$ cat config.mk
export PLATFORM = sky130hd
export DESIGN_NAME = htc_i2c_port
export DESIGN_NICKNAME = d
export VERILOG_FILES = /design/src/rtl/htc_i2c_port.v
export VERILOG_INCLUDE_DIRS = /design/src /design/src/rtl
export SDC_FILE = /design/constraint.sdc
export NUM_CORES = 1
export LEC_CHECK = 0
export BUFFER_PORTS_ARGS = -buffer_cell sky130_fd_sc_hd__buf_2
export CAP_MARGIN = 20
export CORE_MARGIN = 2
export CORE_UTILIZATION = 50
export DETAILED_ROUTE_END_ITERATION = 10
export PLACE_DENSITY = 0.75
export SETUP_SLACK_MARGIN = 0.1
export SYNTH_ARGS = -nofsm -noshare
export SYNTH_HDL_FRONTEND = slang
export SYNTH_SLANG_ARGS = --single-unit
$ cat constraint.sdc
create_clock -name clock -period 4.4 [get_ports clock]
set_input_delay 0 -clock clock [delete_from_list [all_inputs] [get_ports clock]]
set_output_delay 0 -clock clock [all_outputs]
set_load 0.005 [all_outputs]
$ cat src/rtl/htc_regs.vh
`ifndef HTC_REGS_VH
`define HTC_REGS_VH
// fixed bus address of the sensor
`define HTC_DEV_ADDR      7'h40
// command codes
`define HTC_CMD_T_HOLD    8'hE3
`define HTC_CMD_H_HOLD    8'hE5
`define HTC_CMD_T_POLL    8'hF3
`define HTC_CMD_H_POLL    8'hF5
`define HTC_CMD_UREG_WR   8'hE6
`define HTC_CMD_UREG_RD   8'hE7
`define HTC_CMD_SOFT_RST  8'hFE
// user register layout and reset value
`define HTC_UREG_RST      8'h00
`define HTC_UREG_RES_HI   7
`define HTC_UREG_LOWBAT   6
`define HTC_UREG_HEATER   2
`define HTC_UREG_RES_LO   0
// status bit in the low result byte
`define HTC_STAT_TYPE     1
// timing, in ms, and the clock rate in kHz
`define HTC_CLK_KHZ       25000
`define HTC_T_BOOT_MS     15
`define HTC_T_CONV14_MS   7'h55
`define HTC_T_CONV13_MS   7'h2B
`define HTC_T_CONV12_MS   7'h16
`define HTC_T_CONV11_MS   7'h0B
`define HTC_T_CONV10_MS   7'h06
`define HTC_T_CONV8_MS    7'h03
`endif

$ cat src/rtl/htc_i2c_port.v
// Notes on behaviour
// ready for commands within 15 ms of power
// master frames transfers with start and stop
// answer only address 1000000 plus direction
// ack low after eighth falling clock edge
// E3/E5 start clock-stretched temperature/humidity conversion
// F3/F5 start polled temperature/humidity conversion
// E6 writes, E7 reads the user register
// hold clock low until stretched conversion ends
// polled conversion leaves the clock line free
// master polls with read header 10000001
// ack read header only when result ready
// busy poll leaves header ack slot undriven
// low two result bits carry status
// status bit 1: 0 temperature, 1 humidity
// master may stop before the checksum byte
// conversion 85/43/22 ms at 14/13/12 bits
// lower resolutions 11/6/3 ms
// soft reset restores defaults under 15 ms
// default resolution 12-bit humidity, 14-bit temperature
// bytes move msb first, each acknowledged
// master keeps reserved bits unchanged
// low-supply bit refreshed after each conversion
// result: msb, lsb, optional checksum
// stretched read uses repeated start, read header
`timescale 1ns/1ps
`default_nettype none
`include "htc_regs.vh"
module htc_i2c_port #(
   parameter integer   MS_CYC   = `HTC_CLK_KHZ,
   parameter [7:0]     CRC_POLY = 8'h31
) (
   input  wire         clock,
   input  wire         sys_rst,
   input  wire         clk_en,
   input  wire         scl_in,
   output wire         scl_out,
   output wire         scl_oe_n,
   input  wire         sda_in,
   output wire         sda_out,
   output wire         sda_oe_n,
   input  wire [13:0]  sample_data,
   input  wire         low_supply,
   output reg          conv_busy_r,
   output reg          conv_humid_r,
   output wire         heater_en,
   output wire [1:0]   resolution,
   output wire         ready
);
   localparam [2:0] S_IDLE = 3'h0, S_RX = 3'h1, S_RXACK = 3'h2, S_TX = 3'h3,
                    S_TXACK = 3'h4, S_HOLD = 3'h5, S_WAIT = 3'h6;
   localparam [1:0] N_RX = 2'h0, N_TX = 2'h1, N_HOLD = 2'h2, N_BOOT = 2'h3;
   localparam [1:0] SRC_NONE = 2'h0, SRC_UREG = 2'h1, SRC_RES = 2'h2;
   localparam integer BOOT_CYC = `HTC_T_BOOT_MS * MS_CYC - 1;

   reg  [2:0]  scl_s_r, sda_s_r;
   reg  [2:0]  st_r;
   reg  [3:0]  bit_r;
   reg  [7:0]  sh_r;
   reg  [1:0]  phase_r, nxt_r, src_r, byte_r;
   reg         sda_lo_r, scl_lo_r, more_r, hold_r, res_valid_r;
   reg  [7:0]  ureg_r;
   reg  [15:0] res_r;
   reg  [23:0] conv_cnt_r, boot_cnt_r;
   reg  [6:0]  conv_ms;
   reg  [3:0]  conv_bits;
   reg  [7:0]  crc;
   reg  [7:0]  tx_byte;
   reg  [7:0]  tx_nxt;
   wire [31:0] conv_cyc;
   wire [13:0] res_mask;
   wire        scl_h, sda_h, scl_rise, scl_fall, start_c, stop_c, booting;
   integer     i;

   // only the second and third stages are looked at; the first is metastable
   assign scl_h    = scl_s_r[1];
   assign sda_h    = sda_s_r[1];
   assign scl_rise = scl_h & ~scl_s_r[2];
   assign scl_fall = ~scl_h & scl_s_r[2];
   assign start_c  = scl_h & scl_s_r[2] & ~sda_h & sda_s_r[2];
   assign stop_c   = scl_h & scl_s_r[2] & sda_h & ~sda_s_r[2];
   assign booting  = (boot_cnt_r != 24'h000000);
   assign ready    = ~booting;
   assign heater_en  = ureg_r[`HTC_UREG_HEATER];
   assign resolution = {ureg_r[`HTC_UREG_RES_HI], ureg_r[`HTC_UREG_RES_LO]};

   // open-drain pins: only ever pull low
   assign scl_out  = 1'b0;
   assign sda_out  = 1'b0;
   assign scl_oe_n = ~scl_lo_r;
   assign sda_oe_n = ~sda_lo_r;

   // worst-case conversion time and resolution for the pending kind
   always @* begin
      case ({conv_humid_r, resolution})
         3'h0:    begin conv_ms = `HTC_T_CONV14_MS; conv_bits = 4'hE; end
         3'h1:    begin conv_ms = `HTC_T_CONV12_MS; conv_bits = 4'hC; end
         3'h2:    begin conv_ms = `HTC_T_CONV13_MS; conv_bits = 4'hD; end
         3'h4:    begin conv_ms = `HTC_T_CONV12_MS; conv_bits = 4'hC; end
         3'h5:    begin conv_ms = `HTC_T_CONV8_MS;  conv_bits = 4'h8; end
         3'h6:    begin conv_ms = `HTC_T_CONV10_MS; conv_bits = 4'hA; end
         default: begin conv_ms = `HTC_T_CONV11_MS; conv_bits = 4'hB; end
      endcase
   end
   assign conv_cyc = conv_ms * MS_CYC;
   // open low bits of a reduced-resolution sample read as zero
   assign res_mask = 14'h3FFF << (4'hE - conv_bits);

   // checksum over the two result bytes, msb first
   always @* begin
      crc = 8'h00;
      for (i = 15; i >= 0; i = i - 1) begin
         if (crc[7] ^ res_r[i]) begin
            crc = {crc[6:0], 1'b0} ^ CRC_POLY;
         end else begin
            crc = {crc[6:0], 1'b0};
         end
      end
   end

   // byte to send next, by source and index
   always @* begin
      if (src_r == SRC_UREG) begin
         tx_byte = ureg_r;
      end else begin
         case (byte_r)
            2'h0:    tx_byte = res_r[15:8];
            2'h1:    tx_byte = res_r[7:0];
            default: tx_byte = crc;
         endcase
      end
   end

   // byte that follows the current result byte
   always @* begin
      case (byte_r)
         2'h0:    tx_nxt = res_r[7:0];
         default: tx_nxt = crc;
      endcase
   end

   // pin synchronisers
   always @(posedge clock) begin
      if (sys_rst) begin
         scl_s_r <= 3'h7;
         sda_s_r <= 3'h7;
      end else if (clk_en) begin
         scl_s_r <= {scl_s_r[1:0], scl_in};
         sda_s_r <= {sda_s_r[1:0], sda_in};
      end
   end

   // conversion engine, boot timer and user register
   always @(posedge clock) begin
      if (sys_rst) begin
         boot_cnt_r   <= BOOT_CYC[23:0];
         conv_cnt_r   <= 24'h000000;
         conv_busy_r  <= 1'b0;
         conv_humid_r <= 1'b0;
         res_valid_r  <= 1'b0;
         res_r        <= 16'h0000;
         ureg_r       <= `HTC_UREG_RST;
      end else if (clk_en) begin
         if (booting) begin
            boot_cnt_r  <= boot_cnt_r - 24'h000001;
            conv_busy_r <= 1'b0;
            res_valid_r <= 1'b0;
            ureg_r      <= `HTC_UREG_RST;
         end else if (st_r == S_RXACK && scl_fall && nxt_r == N_BOOT) begin
            boot_cnt_r  <= BOOT_CYC[23:0];
         end
         if (!booting && st_r == S_RX && scl_fall && bit_r == 4'h8 && phase_r == 2'h1) begin
            if ((sh_r == `HTC_CMD_T_HOLD || sh_r == `HTC_CMD_H_HOLD ||
                 sh_r == `HTC_CMD_T_POLL || sh_r == `HTC_CMD_H_POLL) && !conv_busy_r) begin
               conv_busy_r  <= 1'b1;
               conv_humid_r <= sh_r[2];
               res_valid_r  <= 1'b0;
            end
         end else if (!booting && st_r == S_RX && scl_fall && bit_r == 4'h8 && phase_r == 2'h2) begin
            ureg_r <= {sh_r[7], ureg_r[6], sh_r[5:0]};     // low-supply is read-only
         end
         // counter is loaded on the cycle after the command, once the kind is known
         if (conv_busy_r && conv_cnt_r == 24'h000000 && !res_valid_r) begin
            conv_cnt_r <= conv_cyc[23:0];
            res_valid_r <= 1'b1;                           // marks counter armed
         end else if (conv_busy_r && conv_cnt_r == 24'h000002) begin
            // ends two cycles early so start and arming stay inside the limit
            conv_cnt_r  <= 24'h000000;
            conv_busy_r <= 1'b0;
            res_r <= {sample_data & res_mask, conv_humid_r, 1'b0};
            ureg_r[`HTC_UREG_LOWBAT] <= low_supply;
         end else if (conv_cnt_r != 24'h000000) begin
            conv_cnt_r <= conv_cnt_r - 24'h000001;
         end
         // a started result read consumes the result
         if (st_r == S_TX && src_r == SRC_RES && byte_r == 2'h0 && !conv_busy_r) begin
            res_valid_r <= 1'b0;
         end
      end
   end

   // bus protocol engine
   always @(posedge clock) begin
      if (sys_rst) begin
         st_r <= S_IDLE; bit_r <= 4'h0; sh_r <= 8'h00; phase_r <= 2'h0;
         nxt_r <= N_RX; src_r <= SRC_NONE; byte_r <= 2'h0; more_r <= 1'b0;
         hold_r <= 1'b0; sda_lo_r <= 1'b0; scl_lo_r <= 1'b0;
      end else if (clk_en) begin
         if (booting) begin
            st_r <= S_IDLE; sda_lo_r <= 1'b0; scl_lo_r <= 1'b0; src_r <= SRC_NONE;
         end else if (start_c && st_r != S_HOLD) begin
            st_r <= S_RX; bit_r <= 4'h0; phase_r <= 2'h0; sda_lo_r <= 1'b0;
         end else if (stop_c && st_r != S_HOLD) begin
            st_r <= S_IDLE; sda_lo_r <= 1'b0;
         end else begin
            case (st_r)
               S_RX: begin
                  if (scl_rise && bit_r != 4'h8) begin
                     sh_r  <= {sh_r[6:0], sda_h};
                     bit_r <= bit_r + 4'h1;
                  end else if (scl_fall && bit_r == 4'h8) begin
                     st_r <= S_RXACK; sda_lo_r <= 1'b1; nxt_r <= N_RX;
                     bit_r <= 4'h0;
                     if (phase_r == 2'h0) begin
                        if (sh_r[7:1] != `HTC_DEV_ADDR) begin
                           st_r <= S_WAIT; sda_lo_r <= 1'b0;
                        end else if (!sh_r[0]) begin
                           phase_r <= 2'h1;
                        end else if (src_r == SRC_UREG) begin
                           nxt_r <= N_TX;
                        end else if (src_r == SRC_RES && conv_busy_r && hold_r) begin
                           nxt_r <= N_HOLD;
                        end else if (src_r == SRC_RES && !conv_busy_r && res_valid_r) begin
                           nxt_r <= N_TX;
                        end else begin
                           st_r <= S_WAIT; sda_lo_r <= 1'b0;
                        end
                     end else if (phase_r == 2'h1) begin
                        phase_r <= 2'h3;
                        case (sh_r)
                           `HTC_CMD_T_HOLD, `HTC_CMD_H_HOLD: begin
                              src_r <= SRC_RES; hold_r <= 1'b1;
                           end
                           `HTC_CMD_T_POLL, `HTC_CMD_H_POLL: begin
                              src_r <= SRC_RES; hold_r <= 1'b0;
                           end
                           `HTC_CMD_UREG_WR: phase_r <= 2'h2;
                           `HTC_CMD_UREG_RD: src_r <= SRC_UREG;
                           `HTC_CMD_SOFT_RST: nxt_r <= N_BOOT;
                           default: begin
                              st_r <= S_WAIT; sda_lo_r <= 1'b0;
                           end
                        endcase
                     end else if (phase_r == 2'h2) begin
                        phase_r <= 2'h3;
                     end else begin
                        st_r <= S_WAIT; sda_lo_r <= 1'b0;
                     end
                  end
               end
               S_RXACK: begin
                  if (scl_fall) begin
                     byte_r <= 2'h0;
                     case (nxt_r)
                        N_TX: begin
                           st_r <= S_TX; sda_lo_r <= ~tx_byte[7];
                           sh_r <= {tx_byte[6:0], 1'b0}; bit_r <= 4'h1;
                        end
                        N_HOLD: begin
                           st_r <= S_HOLD; sda_lo_r <= 1'b0; scl_lo_r <= 1'b1;
                        end
                        N_BOOT: begin
                           st_r <= S_IDLE; sda_lo_r <= 1'b0;
                        end
                        default: begin
                           st_r <= S_RX; sda_lo_r <= 1'b0;
                        end
                     endcase
                  end
               end
               S_HOLD: begin
                  // clock held low; first bit set up before the release
                  // data set one cycle ahead so it never moves with the clock high
                  if (!conv_busy_r && bit_r == 4'h1) begin
                     st_r <= S_TX; scl_lo_r <= 1'b0;
                  end else if (!conv_busy_r) begin
                     sda_lo_r <= ~tx_byte[7];
                     sh_r <= {tx_byte[6:0], 1'b0}; bit_r <= 4'h1;
                  end
               end
               S_TX: begin
                  if (scl_fall) begin
                     if (bit_r == 4'h8) begin
                        st_r <= S_TXACK; sda_lo_r <= 1'b0;
                     end else begin
                        sda_lo_r <= ~sh_r[7];
                        sh_r  <= {sh_r[6:0], 1'b0};
                        bit_r <= bit_r + 4'h1;
                     end
                  end
               end
               S_TXACK: begin
                  if (scl_rise) begin
                     more_r <= ~sda_h;
                  end else if (scl_fall) begin
                     if (more_r && src_r == SRC_RES && byte_r != 2'h2) begin
                        st_r <= S_TX; byte_r <= byte_r + 2'h1;
                        sda_lo_r <= ~tx_nxt[7];
                        sh_r  <= {tx_nxt[6:0], 1'b0};
                        bit_r <= 4'h1;
                     end else begin
                        st_r <= S_WAIT;
                     end
                  end
               end
               default: st_r <= st_r;
            endcase
         end
      end
   end
endmodule
`default_nettype wire

==> parameters.txt, run 1 <==
Parameter                              Value

Cells and area
  Most common cell after layout, fill and taps aside    nor2_1
  Final #Nets    1088
  Fraction of final layout cells sized beyond drive strength 1    7.40%
  Antenna Cells    0
  Commonest non-fill, non-tap cells in the layout    nor2_1, dfxtp_1, nand2_1
  Post-synthesis to final-layout area growth    9.94%
  Final Util    56.2%

Synth
  Mean instance size in the synthesized netlist    7.80 sq um
  Cells after Synth    993
  Ys flop type    dfxtp_1
  Number of distinct library cells after synthesis    between 70 and 80
  Register area share after synthesis    27.7%
  Yosys warning total    0
  Asr flop ratio synth    0%
  Post-synth design cell area    a little under 8000 sq um
  Number of flops mapped to enable cells by yosys    0
  Number of flip-flops and latches in the synthesized netlist    107

STA
  Fin crit period    between 4000 and 5000 ps
  Transition time of the tightest slew-check pin    about 930 ps
  Number of pins with negative max-slew slack in the final report    0
  Fin crit share    92.6%
  Normalized max-slew margin    37.9%
  Setup-failing EPs final    0
  Hold violation total from the final report    0
  Post-Route Skew    13.1 ps
  Maximum operating frequency    245 MHz
  Setup repair after global routing missed its margin    yes
  Post-Route Setup TNS    0 ps

Detailed routing
  Final WL    19500 um
  Remaining number of nets flagged by the antenna check after routing    0
  DRC violations left    0
  Per-cell via count in the routed design    6.08
  Starting DRC count in detailed routing    567
  DRT Pass-1 Iters    7
  Mean routed wirelength per cell    16.2 um
  Vias after detailed routing    7313

Clock network
  CTS tree    done
  Clock-pin slew on the worst setup and hold paths    roughly 80 ps
  Setup Buffers After CTS    0
  Clock Latency Late Sink    roughly 360 ps
  Clock Sinks    107
  Library cell used as clock root buffer    clkbuf_16
  H-Tree Level Count    3
  Total clock buffers created by CTS    9
  Max Root-Sink Buffers    2

Placement
  Detailed-placement wirelength estimate    14100 um
  Count of buffers inserted at the top-level ports    27
  Final estimated routing congestion in global placement    0.931

Power and ir drop
  Power per cell area    359 nW/um^2
  Static leakage    3.24 nW
  IR drop worst, VDD    0.272 mV
  Total power after layout    3.06 mW

Floorplanning
  DIE HEIGHT    about 130 um
  Overall die width    128 um
  Core Area    15100 sq um
  Initial Utilization    51.1%
  # rows    45
  Die Footprint    about 16000 sq um
  Num ports    30

Global routing
  Global Route Usage Sum    24.0%
  Maximum number of pins on one net before global-route repair    72
  Initial antenna violation count    0
  Vias in the first global route    6713
  Total gr overflow    0
  Wire length of the first global-routing pass    32600 um

Critical path
  Crit end category    register
  Worst EP arrival    4340 ps
  CP required    4660 ps
  Critical path startpoint category    register
  Critical path peak fanout    9
  Start-to-end type of the worst setup path    reg -> reg

Outcome
  Status    complete, no violations

Flow run
  # Max-Cap Violations    0

Min path
  Class of the tightest hold or removal check    in -> reg
-- registers in the layout, summed over array words and instances, names as in the netlist, 2 cells and up --
signal	cells
bit_r	4
boot_cnt_r	24
byte_r	2
conv_cnt_r	24
nxt_r	2
phase_r	2
res_r	15
scl_s_r	3
sda_s_r	3
sh_r	8
src_r	2
st_r	3
ureg_r	8
-- area by class of cell --
type / instances / area (sq um)
fillers: 1401 / 6630
multi-input cells: 788 / 5220
clock inverters: 6 / 87.6
inverters: 43 / 161
clock buffers: 10 / 239
well taps: 188 / 235
flip-flops and latches: 107 / 2140
repair buffers: 60 / 423
-- cell usage after synthesis (4+ instances only) --
| library cell | instances | area, sq um |
|---|---|---|
| nor3_1 | 38 | 190 |
| a22oi_1 | 13 | 97.6 |
| o21ai_0 | 47 | 235 |
| mux2i_1 | 10 | 100 |
| nand3_1 | 25 | 125 |
| inv_1 | 43 | 161 |
| and3b_1 | 5 | 43.8 |
| nor3b_1 | 8 | 60.1 |
| a21o_1 | 9 | 67.6 |
| a31oi_1 | 4 | 25.0 |
| a211o_1 | 8 | 70.1 |
| fa_1 | 6 | 120 |
| and3_1 | 10 | 62.6 |
| nand2b_1 | 13 | 81.3 |
| dfxtp_1 | 107 | 2140 |
| o31ai_1 | 8 | 60.1 |
| xnor2_1 | 36 | 315 |
| or4_1 | 9 | 67.6 |
| o21a_1 | 4 | 30.0 |
| and2_1 | 12 | 75.1 |
| a21oi_1 | 70 | 350 |
| a221o_1 | 4 | 40.0 |
| a211oi_1 | 16 | 120 |
| nand3b_1 | 8 | 60.1 |
| nor2_1 | 107 | 402 |
| nor2b_1 | 12 | 75.1 |
| xnor3_1 | 5 | 113 |
| nand2_1 | 101 | 379 |
| xor2_1 | 26 | 228 |
| o31a_1 | 4 | 35.0 |
| clkbuf_1 | 48 | 180 |
| nor4_1 | 27 | 169 |
| or3_1 | 10 | 62.6 |
| a221oi_1 | 10 | 87.6 |
| nand4_1 | 6 | 37.5 |
| buf_4 | 4 | 30.0 |
| o211ai_1 | 7 | 52.6 |
| ha_1 | 53 | 663 |
| buf_2 | 4 | 20.0 |
-- routing by layer --
layer	GRT usage (%)	share of wire [%]	up-vias
met1	32.0	46	3445
met3	3.49	4.7	35
met2	40.5	47	239
met5	0	0	-
met4	7.18	2.1	0
li1	-	-	3594
-- worst max-delay path, cell delays in order (launching register included) --
cell	delay, ps
dfxtp_2	370
nor3_1	250
inv_1	100
ha_1	320
ha_1	320
fa_1	490
ha_1	340
ha_1	350
and3_1	190
o21ai_0	260
a21oi_1	150
o31a_1	310
nor3_2	130
o21ai_0	100
a221oi_1	300
-- final timing paths --
path	start	slack [ps]	depth (start not counted)	end
worst max-delay path	conv_humid_r$_SDFFE_PP0P_	320	14	conv_cnt_r[15]$_SDFFE_PP0P_
worst min-delay path	sys_rst	30	2	conv_cnt_r[12]$_SDFFE_PP0P_
worst max register to register	conv_humid_r$_SDFFE_PP0P_	320	14	conv_cnt_r[15]$_SDFFE_PP0P_
worst min register to register	byte_r[0]$_SDFFE_PP0P_	470	2	byte_r[0]$_SDFFE_PP0P_
-- metrics by stage --
| step | setup WS, ps | area (sq um) | std cells | hold WS (ps) |
|---|---|---|---|---|
| 2_1_floorplan | 145 | 7750 | 995 | 118 |
| 3_3_place_gp | 396 | 8010 | 1168 | 211 |
| 3_5_place_dp | 293 | 8010 | 1168 | 219 |
| 4_1_cts | 274 | 8500 | 1201 | 24.6 |
| 5_1_grt | 99.2 | 8510 | 1202 | 51.9 |
| 6_report | 325 | 8510 | 1202 | 31.5 |
-- what timing repair did --
action,in CTS,in global routing
endpoints found under the hold margin,17,0
hold buffers,17,0
gates resized for setup,0,2
endpoints found under the setup margin,0,2
-- power by group --
part           internal (mW)  total [mW]  switching (mW)
Sequential              1.07        1.18           0.110
Combinational          0.378       0.979           0.601
Clock                  0.516       0.899           0.383
-- kinds of logic (layout without fill, tap and decap cells) --
kind of cell | after synthesis | count (layout) | synth area share [%]
and+or+nand+nor | 416 | 416 | 27.4
AOI/OAI and AO/OA | 232 | 232 | 19.6
DFF | 107 | 107 | 27.7
buffers and inverters | 100 | 119 | 5.12
xor gates and xnor gates | 68 | 68 | 8.77
adders and majority gates | 59 | 59 | 10.1
muxes | 10 | 10 | 1.29
other | 1 | 3 | 0.0484
(Power assumes the default switching activity.)
==> inputs of run 2 (changes only) <==
==> constraint.sdc (replaced) <==
create_clock -name clock -period 4.4 [get_ports clock]
set_input_delay 0 -clock clock [delete_from_list [all_inputs] [get_ports clock]]
set_output_delay 0 -clock clock [all_outputs]
set_load 0.02 [all_outputs]
==> parameters.txt, run 2 (synthesis gave the netlist of run 1 again) <==
Parameter                              Value

Outcome
  Status    complete, no violations (unchanged)

Clock network
  Total clock buffers created by CTS    9 (unchanged)
  Library cell used as clock root buffer    clkbuf_16 (unchanged)
  Clock Sinks    107 (unchanged)
  Clock Latency Late Sink    360 ps (about the same)
  CTS tree    done (unchanged)
  Setup Buffers After CTS    0 (unchanged)
  Max Root-Sink Buffers    2 (unchanged)
  H-Tree Level Count    3 (unchanged)
  Clock-pin slew on the worst setup and hold paths    80 ps (about the same)

Critical path
  Critical path startpoint category    register (unchanged)
  Worst EP arrival    4370 ps (was 4340 ps)
  Worst Reg2Reg Path Length in Cells    17 (was 14)
  Critical path peak fanout    8 (was 9)
  R2r setup slk    310 ps (was 320 ps)
  Crit end category    register (unchanged)
  CP required    4670 ps (was 4660 ps)
  RR Startpoint    conv_humid_r$_SDFFE_PP0P_ (unchanged)
  Start-to-end type of the worst setup path    reg -> reg (unchanged)
  Worst reg2reg endpoint    conv_cnt_r[15]$_SDFFE_PP0P_ (unchanged)

Detailed routing
  Final WL    19600 um (was 19500 um)
  DRT Pass-1 Iters    5 (was 7)
  Vias after detailed routing    7242 (was 7313)
  Remaining number of nets flagged by the antenna check after routing    0 (unchanged)
  Mean routed wirelength per cell    16.3 um (was 16.2 um)
  DRC violations left    0 (unchanged)
  Starting DRC count in detailed routing    638 (was 567)
  Per-cell via count in the routed design    6.03 (was 6.08)

Power and ir drop
  Power per cell area    352 nW/um^2 (was 359 nW/um^2)
  IR drop worst, VDD    0.298 mV (was 0.272 mV)
  Total power after layout    2.98 mW (was 3.06 mW)
  Static leakage    3.22 nW (was 3.24 nW)

STA
  Number of pins with negative max-slew slack in the final report    0 (unchanged)
  Fin crit period    4090 ps (was 4080 ps)
  Fin crit share    93.0% (was 92.6%)
  Transition time of the tightest slew-check pin    947 ps (was 930 ps)
  Maximum operating frequency    244 MHz (was 245 MHz)
  Normalized max-slew margin    36.3% (was 37.9%)
  Setup repair after global routing missed its margin    no (was yes)
  Post-Route Skew    7.52 ps (was 13.1 ps)
  Post-Route Setup TNS    0 ps (unchanged)
  Setup-failing EPs final    0 (unchanged)
  Hold violation total from the final report    0 (unchanged)

Global routing
  Initial antenna violation count    0 (unchanged)
  Maximum number of pins on one net before global-route repair    72 (unchanged)
  Vias in the first global route    6586 (was 6713)
  Total gr overflow    0 (unchanged)
  Global Route Usage Sum    23.7% (was 24.0%)
  Wire length of the first global-routing pass    32000 um (was 32600 um)

Cells and area
  Biggest registers after layout    boot_cnt_r x24, conv_cnt_r x24, res_r x15 (unchanged)
  Antenna Cells    0 (unchanged)
  Cell area after layout    8480 sq um (was 8510 sq um)
  Fraction of final layout cells sized beyond drive strength 1    7.40% (about the same)
  Commonest non-fill, non-tap cells in the layout    nor2_1, dfxtp_1, nand2_1 (unchanged)
  Most common cell after layout, fill and taps aside    nor2_1 (unchanged)
  Post-synthesis to final-layout area growth    9.52% (was 9.94%)
  Final #Nets    1087 (was 1088)

Floorplanning
  Initial Utilization    51.1% (unchanged)
  Num ports    30 (unchanged)
  Core Area    15100 sq um (unchanged)
  DIE HEIGHT    128 um (unchanged)
  # rows    45 (unchanged)
  Overall die width    128 um (unchanged)
  Die Footprint    16500 sq um (unchanged)

Placement
  Detailed-placement wirelength estimate    14200 um (was 14100 um)
  Count of buffers inserted at the top-level ports    27 (unchanged)
  Final estimated routing congestion in global placement    0.914 (was 0.931)
  Cell area after placement    8000 sq um (was 8010 sq um)

Min path
  Startpoint of the most critical hold path    sys_rst (unchanged)
  Class of the tightest hold or removal check    in -> reg (unchanged)
  Cell depth of the worst hold path    2 (unchanged)
  Destination of the worst hold path    conv_cnt_r[18]$_SDFFE_PP0P_ (was conv_cnt_r[12]$_SDFFE_PP0P_)

Flow run
  # Max-Cap Violations    0 (unchanged)
[run 2: changes by cell type in the layout (fill, tap and decap cells not counted), sizes merged]
cell,previous run,this run
buf,43,42
bufinv,2,0
clkbuf,10,9
clkinvlp,0,1
inv,44,46
[run 2: how the worst max path moves through the flow]
stage | start | end | slack (ps) | cells past startpoint
2_1_floorplan | conv_humid_r$_SDFFE_PP0P_ | conv_cnt_r[15]$_SDFFE_PP0P_ | 180 | 14
3_3_place_gp | ureg_r[0]$_SDFFE_PP0P_ | conv_cnt_r[15]$_SDFFE_PP0P_ | 370 | 14
3_5_place_dp | ureg_r[0]$_SDFFE_PP0P_ | conv_cnt_r[15]$_SDFFE_PP0P_ | 250 | 14
4_1_cts | ureg_r[0]$_SDFFE_PP0P_ | conv_cnt_r[15]$_SDFFE_PP0P_ | 230 | 14
5_1_grt | conv_humid_r$_SDFFE_PP0P_ | conv_cnt_r[15]$_SDFFE_PP0P_ | 100 | 17
6_report | conv_humid_r$_SDFFE_PP0P_ | conv_cnt_r[15]$_SDFFE_PP0P_ | 310 | 17
[run 2: area by class of cell]
| type | instances | area [sq um] |
|---|---|---|
| sequential | 107 | 2140 |
| clock buffer | 9 | 225 |
| inverter | 43 | 161 |
| multi-input combinational | 788 | 5230 |
| clock inverter | 7 | 72.6 |
| timing repair buffer | 59 | 415 |
| fill | 1391 | 6670 |
| tap | 188 | 235 |
[run 2: layer usage]
| layer | vias up | share of wire [%] | global-route usage [%] |
|---|---|---|---|
| met5 | - | 0 | 0 |
| met3 | 35 | 4.9 | 3.66 |
| met1 | 3401 | 46 | 31.5 |
| li1 | 3603 | - | - |
| met4 | 0 | 1.9 | 7.82 |
| met2 | 203 | 47 | 39.6 |
[run 2: what timing repair did]
item,4_1_cts,5_1_grt
resized for setup,0,3
hold buffers,17,0
endpoints found under the setup margin,0,2
hold endpoints to repair,17,0
[run 2: report_power, final]
| part | internal, mW | switching, mW |
|---|---|---|
| Sequential | 1.07 | 0.115 |
| Combinational | 0.374 | 0.606 |
| Clock | 0.402 | 0.419 |
[run 2: per-stage QoR]
step	setup slack, ps	util, %	hold slack (ps)	cells
2_1_floorplan	185	-	118	995
3_3_place_gp	366	52.8	207	1167
3_5_place_dp	249	52.8	211	1167
4_1_cts	234	55.9	7.01	1200
5_1_grt	95.9	56.0	33.0	1201
6_report	306	56.0	17.3	1201
[run 2: critical path: stages, from the launching register on]
cell	delay (ps)
dfxtp_1	500
nand2b_1	150
and2_1	220
ha_1	300
inv_1	50
fa_1	470
inv_1	40
ha_1	280
a21o_1	180
ha_1	170
ha_1	340
a31o_2	270
a21oi_1	140
nor2_1	70
o31a_1	230
nor3_1	190
o21ai_0	120
a221oi_1	290
==> inputs of run 3 (changes only) <==
--- a/config.mk
+++ b/config.mk
@@ -10,9 +10,12 @@
 export CAP_MARGIN = 20
 export CORE_MARGIN = 2
 export CORE_UTILIZATION = 50
+export CTS_BUF_LIST = sky130_fd_sc_hd__clkbuf_16
 export DETAILED_ROUTE_END_ITERATION = 10
+export HOLD_SLACK_MARGIN = 0.12
 export PLACE_DENSITY = 0.75
 export SETUP_SLACK_MARGIN = 0.1
 export SYNTH_ARGS = -nofsm -noshare
 export SYNTH_HDL_FRONTEND = slang
 export SYNTH_SLANG_ARGS = --single-unit
+export TNS_END_PERCENT = 1
==> parameters.txt, run 3 (synthesis gave the netlist of run 1 again) <==
Parameter                              Value

Critical path
  Start-to-end type of the worst setup path    reg -> reg (unchanged)
  Worst EP arrival    4370 ps (about the same)
  Most used cell along the critical path    ha_1 (unchanged)
  Biggest cell delay along the critical path    500 ps (about the same)
  Crit end category    register (unchanged)
  Top delay family on crit path    adder cells (unchanged)
  Worst Reg2Reg Path Length in Cells    17 (unchanged)
  CP required    4670 ps (about the same)
  Critical path startpoint category    register (unchanged)
  Cell depth of the worst setup path    17 (unchanged)
  Number of buffers and inverters on the critical path    2 (unchanged)
  Critical path peak fanout    8 (unchanged)
  CP max-delay cell    dfxtp_1 (unchanged)
  List of cells traversed by the critical path    nand2b_1 -> and2_1 -> ha_1 -> inv_1 -> fa_1 -> inv_1 -> ha_1 -> a21o_1 -> ha_1 -> ha_1 -> o21a_1 -> o211ai_1 -> a21oi_1 -> o31a_1 -> nor3_1 -> o21ai_0 -> a221oi_1 (was nand2b_1 -> and2_1 -> ha_1 -> inv_1 -> fa_1 -> inv_1 -> ha_1 -> a21o_1 -> ha_1 -> ha_1 -> a31o_2 -> a21oi_1 -> nor2_1 -> o31a_1 -> nor3_1 -> o21ai_0 -> a221oi_1)

Cells and area
  Fill cell instance count of the final layout    1390 (was 1391)
  Antenna Cells    0 (unchanged)
  Post-synthesis to final-layout area growth    9.65% (was 9.52%)
  Most common cell after layout, fill and taps aside    nor2_1 (unchanged)
  Sequential cell area    2140 sq um (unchanged)
  Final Util    56.1% (was 56.0%)
  Biggest registers after layout    boot_cnt_r x24, conv_cnt_r x24, res_r x15 (unchanged)
  Commonest non-fill, non-tap cells in the layout    nor2_1, dfxtp_1, nand2_1 (unchanged)
  Multi-input logic area    5230 sq um (unchanged)
  Final #Nets    1088 (was 1087)
  Fraction of final layout cells sized beyond drive strength 1    7.40% (about the same)

Floorplanning
  # rows    45 (unchanged)
  Overall die width    128 um (unchanged)
  Core Area    15100 sq um (unchanged)
  Initial Utilization    51.1% (unchanged)
  DIE HEIGHT    128 um (unchanged)
  Num ports    30 (unchanged)
  Die Footprint    16500 sq um (unchanged)

Detailed routing
  Remaining number of nets flagged by the antenna check after routing    0 (unchanged)
  Starting DRC count in detailed routing    632 (was 638)
  Final WL    19700 um (was 19600 um)
  Mean routed wirelength per cell    16.4 um (was 16.3 um)
  Vias after detailed routing    7250 (was 7242)
  Per-cell via count in the routed design    6.03 (about the same)
  DRT Pass-1 Iters    5 (unchanged)
  DRC violations left    0 (unchanged)

Clock network
  H-Tree Level Count    3 (unchanged)
  Clock Latency Late Sink    360 ps (about the same)
  Library cell used as clock root buffer    clkbuf_16 (unchanged)
  CTS tree    done (unchanged)
  Setup Buffers After CTS    0 (unchanged)
  Clock Sinks    107 (unchanged)
  Clock-pin slew on the worst setup and hold paths    80 ps (about the same)
  Total clock buffers created by CTS    9 (unchanged)
  Max Root-Sink Buffers    2 (unchanged)

Global routing
  Busiest grt layer    met2 (unchanged)
  Maximum number of pins on one net before global-route repair    72 (unchanged)
  GRT met1 Usage    31.5% (about the same)
  Global routing usage on met2    39.6% (unchanged)
  Vias in the first global route    6589 (was 6586)
  Wire length of the first global-routing pass    32000 um (about the same)
  Global Route met3 Usage    3.66% (unchanged)
  Total gr overflow    0 (unchanged)
  Global Route Usage Sum    23.7% (about the same)
  Initial antenna violation count    0 (unchanged)

Power and ir drop
  Power per cell area    352 nW/um^2 (about the same)
  IR drop worst, VDD    0.298 mV (about the same)
  Total power after layout    2.99 mW (was 2.98 mW)
  Static leakage    3.22 nW (about the same)

STA
  Setup-failing EPs final    0 (unchanged)
  Post-Route Skew    7.13 ps (was 7.52 ps)
  Fin crit period    4100 ps (was 4090 ps)
  Setup repair after global routing missed its margin    no (unchanged)
  Number of pins with negative max-slew slack in the final report    0 (unchanged)
  Maximum operating frequency    244 MHz (about the same)
  Hold violation total from the final report    0 (unchanged)
  Transition time of the tightest slew-check pin    949 ps (was 947 ps)
  Post-Route Setup TNS    0 ps (unchanged)
  Fin crit share    93.2% (was 93.0%)
  Normalized max-slew margin    36.2% (was 36.3%)

Outcome
  Status    complete, no violations (unchanged)

Flow run
  # Max-Cap Violations    0 (unchanged)

Placement
  Count of buffers inserted at the top-level ports    27 (unchanged)
  Detailed-placement wirelength estimate    14200 um (unchanged)
  Final estimated routing congestion in global placement    0.914 (unchanged)

Min path
  Class of the tightest hold or removal check    in -> reg (unchanged)
  Cell depth of the worst hold path    3 (was 2)
==> run 3: changes by cell type in the layout (fill, tap and decap cells not counted), sizes merged <==
cell	change
dlygate4sd3	+1
==> run 3: power breakdown <==
group	switching (mW)	total, mW	internal (mW)
combinational	0.606	0.981	0.375
clock	0.420	0.821	0.402
sequential	0.116	1.18	1.07
total	1.14	2.99	1.85
==> run 3: timing repair <==
item,in CTS,in global routing
hold endpoints to repair,31,0
endpoints found under the setup margin,0,2
resized for setup,0,3
hold buffers,18,0
==> run 3: through the flow <==
stage	instance area, sq um	hold WS, ps	cells	worst slack, ps
6_report	8490	231	1202	300
5_1_grt	8490	268	1202	95.9
4_1_cts	8480	219	1201	234
3_5_place_dp	8000	211	1167	249
3_3_place_gp	8000	207	1167	366
2_1_floorplan	7760	118	995	185
==> run 3: final timing paths <==
path,from,endpoint,slack [ps]
setup / recovery,conv_humid_r$_SDFFE_PP0P_,conv_cnt_r[15]$_SDFFE_PP0P_,300
hold / removal,clk_en,boot_cnt_r[1]$_SDFFE_PP1P_,230
setup reg to reg,conv_humid_r$_SDFFE_PP0P_,conv_cnt_r[15]$_SDFFE_PP0P_,300
hold reg to reg,byte_r[0]$_SDFFE_PP0P_,byte_r[0]$_SDFFE_PP0P_,470
==> run 3: final cells by class <==
| class | instances | share of cell area, % |
|---|---|---|
| Timing Repair Buffer | 60 | 5.01 |
| Multi-Input combinational cell | 788 | 61.6 |
| Tap cell | 188 | 2.77 |
| Inverter | 43 | 1.90 |
| Sequential cell | 107 | 25.2 |
| Clock inverter | 7 | 0.855 |
| Clock buffer | 9 | 2.65 |
==> run 3: metal layers <==
metal / vias to the layer above / part of all wire (%)
met1: 3401 / 46
met5: - / 0
met2: 201 / 47
met3: 45 / 4.9
li1: 3603 / -
met4: 0 / 2.1
==> run 3: worst min-delay path, stage by stage <==
cell     delay (ps)
buf_2           300
nand3_1         150
a21o_1          100
